### src/eccpr_pkg.sv
// Purpose: Shared constants and types for the enhanced CCP output router
// Assumes: Control fields follow the unit control byte layout
// Notes: Pin lists are per-unit bundles of four outputs
package eccpr_pkg;
  // Control byte field positions
  localparam int CFG_HI = 7;
  localparam int CFG_LO = 6;
  localparam int MODE_HI = 3;
  localparam int MODE_LO = 0;
  // Mode codes
  localparam logic [3:0] MODE_OFF = 4'h0;
  localparam logic [3:0] MODE_CMP_SW = 4'ha;
  localparam logic [3:0] MODE_CMP_SPE = 4'hb;
  localparam logic [3:0] MODE_CMP_TGL = 4'h2;
  localparam logic [3:0] MODE_CMP_SET = 4'h8;
  localparam logic [3:0] MODE_CMP_CLR = 4'h9;
  localparam logic [1:0] MODE_PWM_TOP = 2'h3;
  // Output configuration codes
  localparam logic [1:0] OCFG_SINGLE = 2'h0;
  localparam logic [1:0] OCFG_FWD = 2'h1;
  localparam logic [1:0] OCFG_HALF = 2'h2;
  localparam logic [1:0] OCFG_REV = 2'h3;
  // Program-memory mode: microcontroller code in the low config bits
  localparam logic [1:0] MEM_MICRO = 2'h3;
  localparam int NUM_UNITS = 3;
  localparam logic [15:0] TIMER_RESET = 16'h0000;

  // Per-unit control and raw waveform
  typedef struct packed {
    logic [7:0] ctrl;
    logic [15:0] compare_value_pair;
    logic timer_sel;
    logic pwm_raw;
    logic pwm_raw_n;
    logic cmp_pin;
  } eccpr_unit_t;

  // Four unit outputs after pattern and polarity
  typedef struct packed {
    logic out_a;
    logic out_b;
    logic out_c;
    logic out_d;
    logic en_a;
    logic en_b;
    logic en_c;
    logic en_d;
  } eccpr_outs_t;
endpackage : eccpr_pkg

### src/eccpr_router.sv
// Purpose: Output routing, timer choice and special event trigger for three
//   enhanced capture/compare/PWM units
// Assumes: Waveforms come from the unit cores; config inputs static
//   Capture pins are inputs; the router never drives them
// Notes: Every pin output is registered so the handover is glitch free
//   Port H pins are shared by units 1 and 3; unit 3 wins a clash
`timescale 1ns/1ps
`default_nettype none
module eccpr_router
  import eccpr_pkg::*;
#(
  parameter bit LARGE_PKG = 1'b1
) (
  input wire logic mclk,
  input wire logic rst,
  input wire eccpr_unit_t unit [NUM_UNITS],
  input wire logic eccp2_pin_select,
  input wire logic eccp13_pin_select,
  input wire logic [1:0] memory_mode_config,
  input wire logic adc_enabled,
  input wire logic [15:0] timer_a_count,
  input wire logic [15:0] timer_b_count,
  input wire logic pwm_timer_a_match,
  input wire logic pwm_timer_b_match,
  input wire logic std_ccp_unit_a_out,
  input wire logic std_ccp_unit_b_out,
  // Port latch fallbacks, indexed by pin_id below
  input wire logic [15:0] port_latch,
  // Routed pins: 0 c2,1 e6,2 e5,3 g4,4 h7,5 h6,6 c1,7 e7,8 b3,9 e2,
  // 10 e1,11 e0,12 g0,13 e4,14 e3,15 g3
  output logic [15:0] pin_out,
  output logic [15:0] pin_claimed,
  output logic [NUM_UNITS-1:0] special_trigger,
  output logic timer_a_reset,
  output logic timer_b_reset,
  output logic timer_flag_block,
  output logic adc_start,
  output logic [NUM_UNITS-1:0] pwm_period_tick
);

  // PWM modes all have 11 in the top two mode bits
  function automatic logic is_pwm(input logic [7:0] c);
    return c[MODE_HI:MODE_HI-1] == MODE_PWM_TOP;
  endfunction : is_pwm

  // Special event code; only units 1 and 2 act on it
  function automatic logic is_spe(input logic [7:0] c);
    return c[MODE_HI:MODE_LO] == MODE_CMP_SPE;
  endfunction : is_spe

  // Compare codes that drive the pin. Capture pins stay inputs, and
  // 1010/1011 hand the pin back to the port, so neither is claimed
  function automatic logic cmp_drives_pin(input logic [7:0] c);
    logic d;
    case (c[MODE_HI:MODE_LO])
      MODE_CMP_TGL: d = 1'b1;
      MODE_CMP_SET: d = 1'b1;
      MODE_CMP_CLR: d = 1'b1;
      default: d = 1'b0;
    endcase
    return d;
  endfunction : cmp_drives_pin

  // Effective output setup after mode restriction
  function automatic eccpr_outs_t pattern(input eccpr_unit_t u,
                                          input logic force_single);
    eccpr_outs_t o;
    logic [1:0] oc;
    logic pa;
    logic pb;
    o = '0;
    oc = force_single ? OCFG_SINGLE : u.ctrl[CFG_HI:CFG_LO];
    // Low bit inverts b/d, next bit inverts a/c
    pa = u.ctrl[1];
    pb = u.ctrl[0];
    // Full-bridge setups hold unused outputs at their inactive level; single and half leave them unclaimed
    if (is_pwm(u.ctrl)) begin
      case (oc)
        OCFG_SINGLE: begin
          o.out_a = u.pwm_raw ^ pa;
          o.en_a = 1'b1;
        end
        OCFG_HALF: begin
          o.out_a = u.pwm_raw ^ pa;
          o.out_b = u.pwm_raw_n ^ pb;
          o.en_a = 1'b1;
          o.en_b = 1'b1;
        end
        OCFG_FWD: begin
          o.out_a = 1'b1 ^ pa;
          o.out_b = pb;
          o.out_c = pa;
          o.out_d = u.pwm_raw ^ pb;
          {o.en_a, o.en_b, o.en_c, o.en_d} = 4'hf;
        end
        default: begin
          o.out_a = pa;
          o.out_b = u.pwm_raw ^ pb;
          o.out_c = 1'b1 ^ pa;
          o.out_d = pb;
          {o.en_a, o.en_b, o.en_c, o.en_d} = 4'hf;
        end
      endcase
    end else if (cmp_drives_pin(u.ctrl)) begin
      // Compare drive on out_a as in the standard unit
      o.out_a = u.cmp_pin;
      o.en_a = 1'b1;
    end
    return o;
  endfunction : pattern

  logic micro;
  logic restrict13;
  eccpr_outs_t o1;
  eccpr_outs_t o2;
  eccpr_outs_t o3;
  logic [15:0] drv;
  logic [15:0] claim;
  logic [15:0] drv2;
  logic [15:0] claim2;

  assign micro = (memory_mode_config == MEM_MICRO);
  // Non-micro with select set degrades units 1 and 3
  assign restrict13 = eccp2_pin_select & ~micro & LARGE_PKG;
  assign o1 = pattern(unit[0], restrict13);
  assign o2 = pattern(unit[1], 1'b0);
  assign o3 = pattern(unit[2], restrict13);

  // Pin map; the default claim is the standard or port function
  always_comb begin
    drv = port_latch;
    claim = '0;
    drv[3] = std_ccp_unit_b_out;
    drv[15] = std_ccp_unit_a_out;
    // Unit 1 primary and d output
    if (o1.en_a) begin drv[0] = o1.out_a; claim[0] = 1'b1; end
    if (o1.en_d) begin drv[3] = o1.out_d; claim[3] = 1'b1; end
    // Unit 3 primary and d output
    if (o3.en_a) begin drv[12] = o3.out_a; claim[12] = 1'b1; end
    if (o3.en_d) begin drv[15] = o3.out_d; claim[15] = 1'b1; end
    // Port E pins whenever port H is not selected
    if (!LARGE_PKG || eccp13_pin_select || !micro) begin
      if (o1.en_b) begin drv[1] = o1.out_b; claim[1] = 1'b1; end
      if (o1.en_c) begin drv[2] = o1.out_c; claim[2] = 1'b1; end
      if (o3.en_b) begin drv[13] = o3.out_b; claim[13] = 1'b1; end
      if (o3.en_c) begin drv[14] = o3.out_c; claim[14] = 1'b1; end
    end else begin
      // Port H pins; units 1 and 3 share them in this mode
      if (o1.en_b) begin drv[4] = o1.out_b; claim[4] = 1'b1; end
      if (o1.en_c) begin drv[5] = o1.out_c; claim[5] = 1'b1; end
      if (o3.en_b) begin drv[4] = o3.out_b; claim[4] = 1'b1; end
      if (o3.en_c) begin drv[5] = o3.out_c; claim[5] = 1'b1; end
    end
    // Unit 2 pins never overlap units 1 and 3, so a plain merge
    drv = (drv & ~claim2) | (drv2 & claim2);
    claim = claim | claim2;
  end

  // Unit 2 routing on its own; the unit 1/3 restriction never reaches it
  always_comb begin
    drv2 = '0;
    claim2 = '0;
    // Primary pin by select and program-memory mode
    if (o2.en_a) begin
      if (micro && eccp2_pin_select) begin
        drv2[6] = o2.out_a;
        claim2[6] = 1'b1;
      end else if (micro) begin
        drv2[7] = o2.out_a;
        claim2[7] = 1'b1;
      end else begin
        drv2[8] = o2.out_a;
        claim2[8] = 1'b1;
      end
    end
    // Dedicated b/c/d pins, free whenever the unit leaves them
    if (o2.en_b) begin
      drv2[9] = o2.out_b;
      claim2[9] = 1'b1;
    end
    if (o2.en_c) begin
      drv2[10] = o2.out_c;
      claim2[10] = 1'b1;
    end
    if (o2.en_d) begin
      drv2[11] = o2.out_d;
      claim2[11] = 1'b1;
    end
  end

  // Registered pin levels: one flop stage removes decode hazards
  always_ff @(posedge mclk) begin
    if (rst) begin
      pin_out <= 16'h0000;
    end else begin
      pin_out <= drv;
    end
  end

  // Registered claims, kept in step with the levels above
  always_ff @(posedge mclk) begin
    if (rst) begin
      pin_claimed <= 16'h0000;
    end else begin
      pin_claimed <= claim;
    end
  end

  // Special event compare match per unit
  logic [NUM_UNITS-1:0] match;
  genvar g;
  generate
    for (g = 0; g < NUM_UNITS; g++) begin : g_cmp
      logic [15:0] cnt;
      assign cnt = unit[g].timer_sel ? timer_b_count : timer_a_count;
      // Unit 3 has no trigger; its 1011 equals 1010
      assign match[g] = (g != 2) &&
        is_spe(unit[g].ctrl) &&
        cnt == unit[g].compare_value_pair;
    end
  endgenerate

  // Edge of a match gives a one-cycle pulse, holding timer stays one event
  logic [NUM_UNITS-1:0] match_r;
  always_ff @(posedge mclk) begin
    if (rst) begin
      match_r <= '0;
      special_trigger <= '0;
    end else begin
      match_r <= match;
      special_trigger <= match & ~match_r;
    end
  end

  // Timer reset and converter start
  logic [NUM_UNITS-1:0] fire;
  assign fire = match & ~match_r;

  // Reset request per unit to the timer it has selected
  logic [NUM_UNITS-1:0] req_a;
  logic [NUM_UNITS-1:0] req_b;
  generate
    for (g = 0; g < NUM_UNITS; g++) begin : g_req
      assign req_a[g] = fire[g] & ~unit[g].timer_sel;
      assign req_b[g] = fire[g] & unit[g].timer_sel;
    end
  endgenerate
  always_ff @(posedge mclk) begin
    if (rst) begin
      timer_a_reset <= 1'b0;
      timer_b_reset <= 1'b0;
      timer_flag_block <= 1'b0;
      adc_start <= 1'b0;
    end else begin
      timer_a_reset <= |req_a;
      timer_b_reset <= |req_b;
      // Suppress overflow flags for a unit 2 reset only
      timer_flag_block <= fire[1];
      adc_start <= fire[1] & adc_enabled;
    end
  end

  // PWM timer choice per unit; the tick only has meaning in PWM modes
  logic [NUM_UNITS-1:0] pwm_sel_match;
  generate
    for (g = 0; g < NUM_UNITS; g++) begin : g_pwm
      assign pwm_sel_match[g] = unit[g].timer_sel ?
        pwm_timer_b_match : pwm_timer_a_match;
    end
  endgenerate

  // PWM period tick, one cycle behind the chosen timer match
  always_ff @(posedge mclk) begin
    if (rst) begin
      pwm_period_tick <= '0;
    end else begin
      pwm_period_tick <= pwm_sel_match;
    end
  end

endmodule : eccpr_router
`default_nettype wire

### config.mk
export PLATFORM = sky130hd
export DESIGN_NAME = eccpr_router
export DESIGN_NICKNAME = d
export VERILOG_FILES = /design/src/eccpr_pkg.sv /design/src/eccpr_router.sv
export SDC_FILE = /design/constraint.sdc
export NUM_CORES = 1
export LEC_CHECK = 0
export CAP_MARGIN = 25
export CORE_MARGIN = 2
export CORE_UTILIZATION = 29
export CTS_CLUSTER_DIAMETER = 40
export DETAILED_ROUTE_END_ITERATION = 12
export DONT_BUFFER_PORTS = 1
export HOLD_SLACK_MARGIN = 0.05
export PLACE_DENSITY = 0.42
export SYNTH_ARGS = -nofsm -noshare
export SYNTH_HDL_FRONTEND = slang
export SYNTH_SLANG_ARGS = --single-unit
### constraint.sdc
create_clock -name mclk -period 2.3 [get_ports mclk]
set_clock_uncertainty 0.05 [all_clocks]
set_input_delay 0.115 -clock mclk [delete_from_list [all_inputs] [get_ports mclk]]
set_output_delay 0.115 -clock mclk [all_outputs]
set_load 0.02 [all_outputs]
==> metrics.log <==
INFO  metric power_density = 571.4 nW/µm²
INFO  metric run_status = complete, no violations
INFO  metric timing.critical_path.buf_inv = 3
INFO  metric ys_warn_count = 0
INFO  metric max-clock-path-buffers = 2
INFO  metric globalplace.congestion = 0.7372
INFO  metric ant_nets = 0
INFO  metric fraction_of_power_consumed_by_the_clock_network = 38.3%
INFO  metric cts_hold_repair.buffers = 47
INFO  metric multi_input_comb_area = 1564 µm²
INFO  metric summed_negative_setup_slack_over_all_endpoints = 0 ps
INFO  metric synth_top_area_cell = sky130_fd_sc_hd__dfxtp_1
INFO  metric synth-edff-count = 0
INFO  metric seq_area_frac_synth = 33.27%
INFO  metric core_region_area = 8217 µm²
INFO  metric grtUsageTotal = 14.89%
INFO  metric critical_path.most_common_cell = sky130_fd_sc_hd__dlygate4sd3_1
INFO  metric syn-cell-area = 2467 µm²
INFO  metric path_delay_family = buffers and inverters
INFO  metric grt_start_max_net_pins = 35
INFO  metric cp_data_required_time = 2490 ps
INFO  metric filler_cell_count = 848
INFO  metric postCtsSetupBuffers = 0
INFO  metric crit_path_top_delay_cell = sky130_fd_sc_hd__dlygate4sd3_1
INFO  metric die-width = 96.24 µm
INFO  metric final_util = 38.24%
INFO  metric yosysTopAreaCellShare = 33.27%
INFO  metric hold_viol = 0
INFO  metric synthesis.instances = 285
INFO  metric whs_path_depth = 2
INFO  metric synthesis.nets = 428
INFO  metric setup_viol = 0
INFO  metric maxCapViolCount = 0
INFO  metric comb_power_share = 17.7%
INFO  metric antenna_cells_inserted = 0
INFO  metric grt.overflow.total = 0
INFO  metric fp.dieH = 96.24 µm
INFO  metric cts.clk_slew.worst_paths = 90 ps
INFO  metric min_period_over_period = 87.40%
INFO  metric synth_ff_type = sky130_fd_sc_hd__dfxtp_1
INFO  metric cell_types_occupying_the_most_area_after_synthesis = sky130_fd_sc_hd__dfxtp_1 33%, sky130_fd_sc_hd__mux2i_1 16%, sky130_fd_sc_hd__xnor2_1 8.5%
INFO  metric cts_tree = yes
INFO  metric dp_hpwl = 5405 µm
INFO  metric timing.hold.worst.class = input pin to register
INFO  metric endpoint_kind = register
INFO  metric clock.fmax = 0.4975 GHz
INFO  metric regArea = 820.8 µm²
INFO  metric io_pins = 185
INFO  metric initial_antenna_violation_count = 0
INFO  metric numCtsBuffers = 5
INFO  metric ys_async_sr_fraction = 0%
INFO  metric final-instance-count-excl-fill = 431
INFO  metric cp.depth = 6
INFO  metric drv_slew = 0
INFO  metric htree_levels = 2
INFO  metric largest_fanout_of_any_net_on_the_critical_path = 4
INFO  metric avgViaCountPerCell = 5.060
INFO  metric routed_wl = 7204 µm
INFO  metric drtIter0Drc = 33
INFO  metric synth-seq-cells = 41
INFO  metric initial_core_util = 30.03%
INFO  metric timing.hold.ws = 20.20 ps
INFO  metric placement.io_buffers = 0
INFO  metric num_vias = 2181
INFO  metric timing.setup.critical_path_class = input pin to register
INFO  metric startpoint_type = input pin
INFO  metric cp_cell_sequence = dlygate4sd3_1 -> mux2i_1 -> nand2_1 -> dlygate4sd3_1 -> a21oi_1 -> dlygate4sd3_1
INFO  metric dieArea = 9262 µm²
INFO  metric power_leakage = 1.239 nW
INFO  metric yosysUniqueCellTypes = 44
INFO  metric cts_resized = 0
INFO  metric ctsRootBufferMaster = sky130_fd_sc_hd__clkbuf_8
INFO  metric worst_pin_slew = 700.2 ps
INFO  metric relative_slew_slack = 53.15%
INFO  metric routed_wire_length_per_instance = 16.71 µm
INFO  metric max_stage_delay = 550 ps
INFO  metric clock_period_minus_final_worst_setup_slack = 2010 ps
INFO  metric tritoncts_num_sinks = 41
INFO  metric r2r.worst_path.cells = 2
INFO  metric p_sw = 0.4398 mW
INFO  metric drt-pass1-iter-count = 6
INFO  metric drt_drc_violations_left = 0
INFO  metric drive_gt1_share = 3.988%
INFO  metric p_sw_share = 24.50%
INFO  metric layout-area-overhead-vs-synth = 27.33%
INFO  metric number_of_global_route_vias_before_repair = 2221
INFO  metric rsz_0062_raised_after_global_routing = no
INFO  metric peak_supply_drop = 0.2913 mV
INFO  metric global_route_wire_length_before_repair = 10720 µm
INFO  metric post_synth.cell_area_avg = 8.657 µm²
INFO  metric finish.net_count = 468
INFO  metric placementRows = 33
INFO  metric power.share.sequential = 44.0%
INFO  metric power.total = 1.795 mW
INFO  metric cellInternalPower = 1.356 mW
INFO  metric place.detailed.instances = 376
INFO  metric clock_insertion_delay_worst_skew = 280 ps
INFO  metric post-route-cell-area = 3142 µm²
INFO  metric arrival = 2200 ps
INFO  metric postPlaceCellArea = 2527 µm²
INFO  metric post-place-ws = 593.7 ps
INFO  metric worst_path_setup_slack_after_routing = 289.8 ps
synthesized netlist by cell type, types with 3 or more instances:
library cell,number
sky130_fd_sc_hd__nor3_1,12
sky130_fd_sc_hd__dfxtp_1,41
sky130_fd_sc_hd__buf_4,3
sky130_fd_sc_hd__o21ai_0,3
sky130_fd_sc_hd__nor4_1,4
sky130_fd_sc_hd__nor2_1,30
sky130_fd_sc_hd__a31oi_1,4
sky130_fd_sc_hd__nand4_1,5
sky130_fd_sc_hd__buf_2,3
sky130_fd_sc_hd__clkbuf_1,8
sky130_fd_sc_hd__nor2b_1,12
sky130_fd_sc_hd__xor2_1,16
sky130_fd_sc_hd__nand2_1,20
sky130_fd_sc_hd__mux2i_1,40
sky130_fd_sc_hd__a21oi_1,16
sky130_fd_sc_hd__o21ai_1,6
sky130_fd_sc_hd__xnor2_1,24
sky130_fd_sc_hd__a211oi_1,5
cells by family (layout without fill, tap and decap cells):
| kind of cell | after synthesis | count (layout) | synth area share, % |
|---|---|---|---|
| simple gates | 100 | 100 | 20.64 |
| compound gates | 46 | 46 | 11.71 |
| mux | 41 | 41 | 16.68 |
| flops | 41 | 41 | 33.27 |
| xor+xnor | 40 | 40 | 14.20 |
| buf+inv | 16 | 57 | 3.346 |
| other cells | 1 | 1 | 0.1520 |
cell usage in the layout, fill, tap and decap left out, drive strengths merged, types with 2 or more instances in the layout:
master        n
and2          2
a21oi        16
o21ai         9
a211oi        5
nor3         13
bufinv        2
clkbuf        5
mux2i        40
o211ai        2
a31oi         4
dfxtp        41
buf           2
o22ai         2
dlygate4sd3  46
or2           2
nand2        20
xnor2        24
nand3         2
xor2         16
nand4         5
nor2b        12
nor2         30
a32oi         2
and3          2
nor4          4
power by group through the flow:
stage	Sequential, mW	Clock (mW)	Combinational [mW]
after CTS	0.790	0.710	0.321
final	0.789	0.688	0.318
after global placement	0.808	0	0.235
after global routing	0.795	0.727	0.352
after detailed placement	0.807	0	0.237
after floorplan	0.802	0	0.230
cell type report:
cell class,count,share of cell area (%)
clock buffer,5,2.190
clock inverter,3,2.071
inverter,1,0.1195
multi-input combinational,228,49.78
sequential,41,26.13
tap,105,4.182
timing repair buffer,48,15.53
worst register-to-register path, stage by stage, from the launching register on:
cell and delay, ps:
sky130_fd_sc_hd__dfxtp_1 320, sky130_fd_sc_hd__nor4_1 360, sky130_fd_sc_hd__dlygate4sd3_1 600
routing by layer:
| layer | vias to the layer above | track usage [%] | part of all wire [%] |
|---|---|---|---|
| met5 | - | 0 | 0 |
| met1 | 995 | 17.41 | 40 |
| met3 | 4 | 4.385 | 9.4 |
| li1 | 1079 | - | - |
| met4 | 0 | 4.167 | 0.79 |
| met2 | 103 | 26.22 | 50 |
flip-flops by register name, summed over array words and instances (netlist names):
signal	cells
pin_out	16
pin_claimed	15
pwm_period_tick	3
match_r	2
special_trigger	2
adc_start	1
timer_a_reset	1
timer_b_reset	1
worst paths after layout:
check                                       start                  to  slack [ps]
worst max-delay path                     unit[23]         pin_out[12]         290
worst min-delay path            pwm_timer_a_match  pwm_period_tick[1]          20
worst max register to register         match_r[1]  special_trigger[1]         910
worst min register to register         match_r[0]  special_trigger[0]         470
Note: power is estimated with default switching activity, not from simulation.
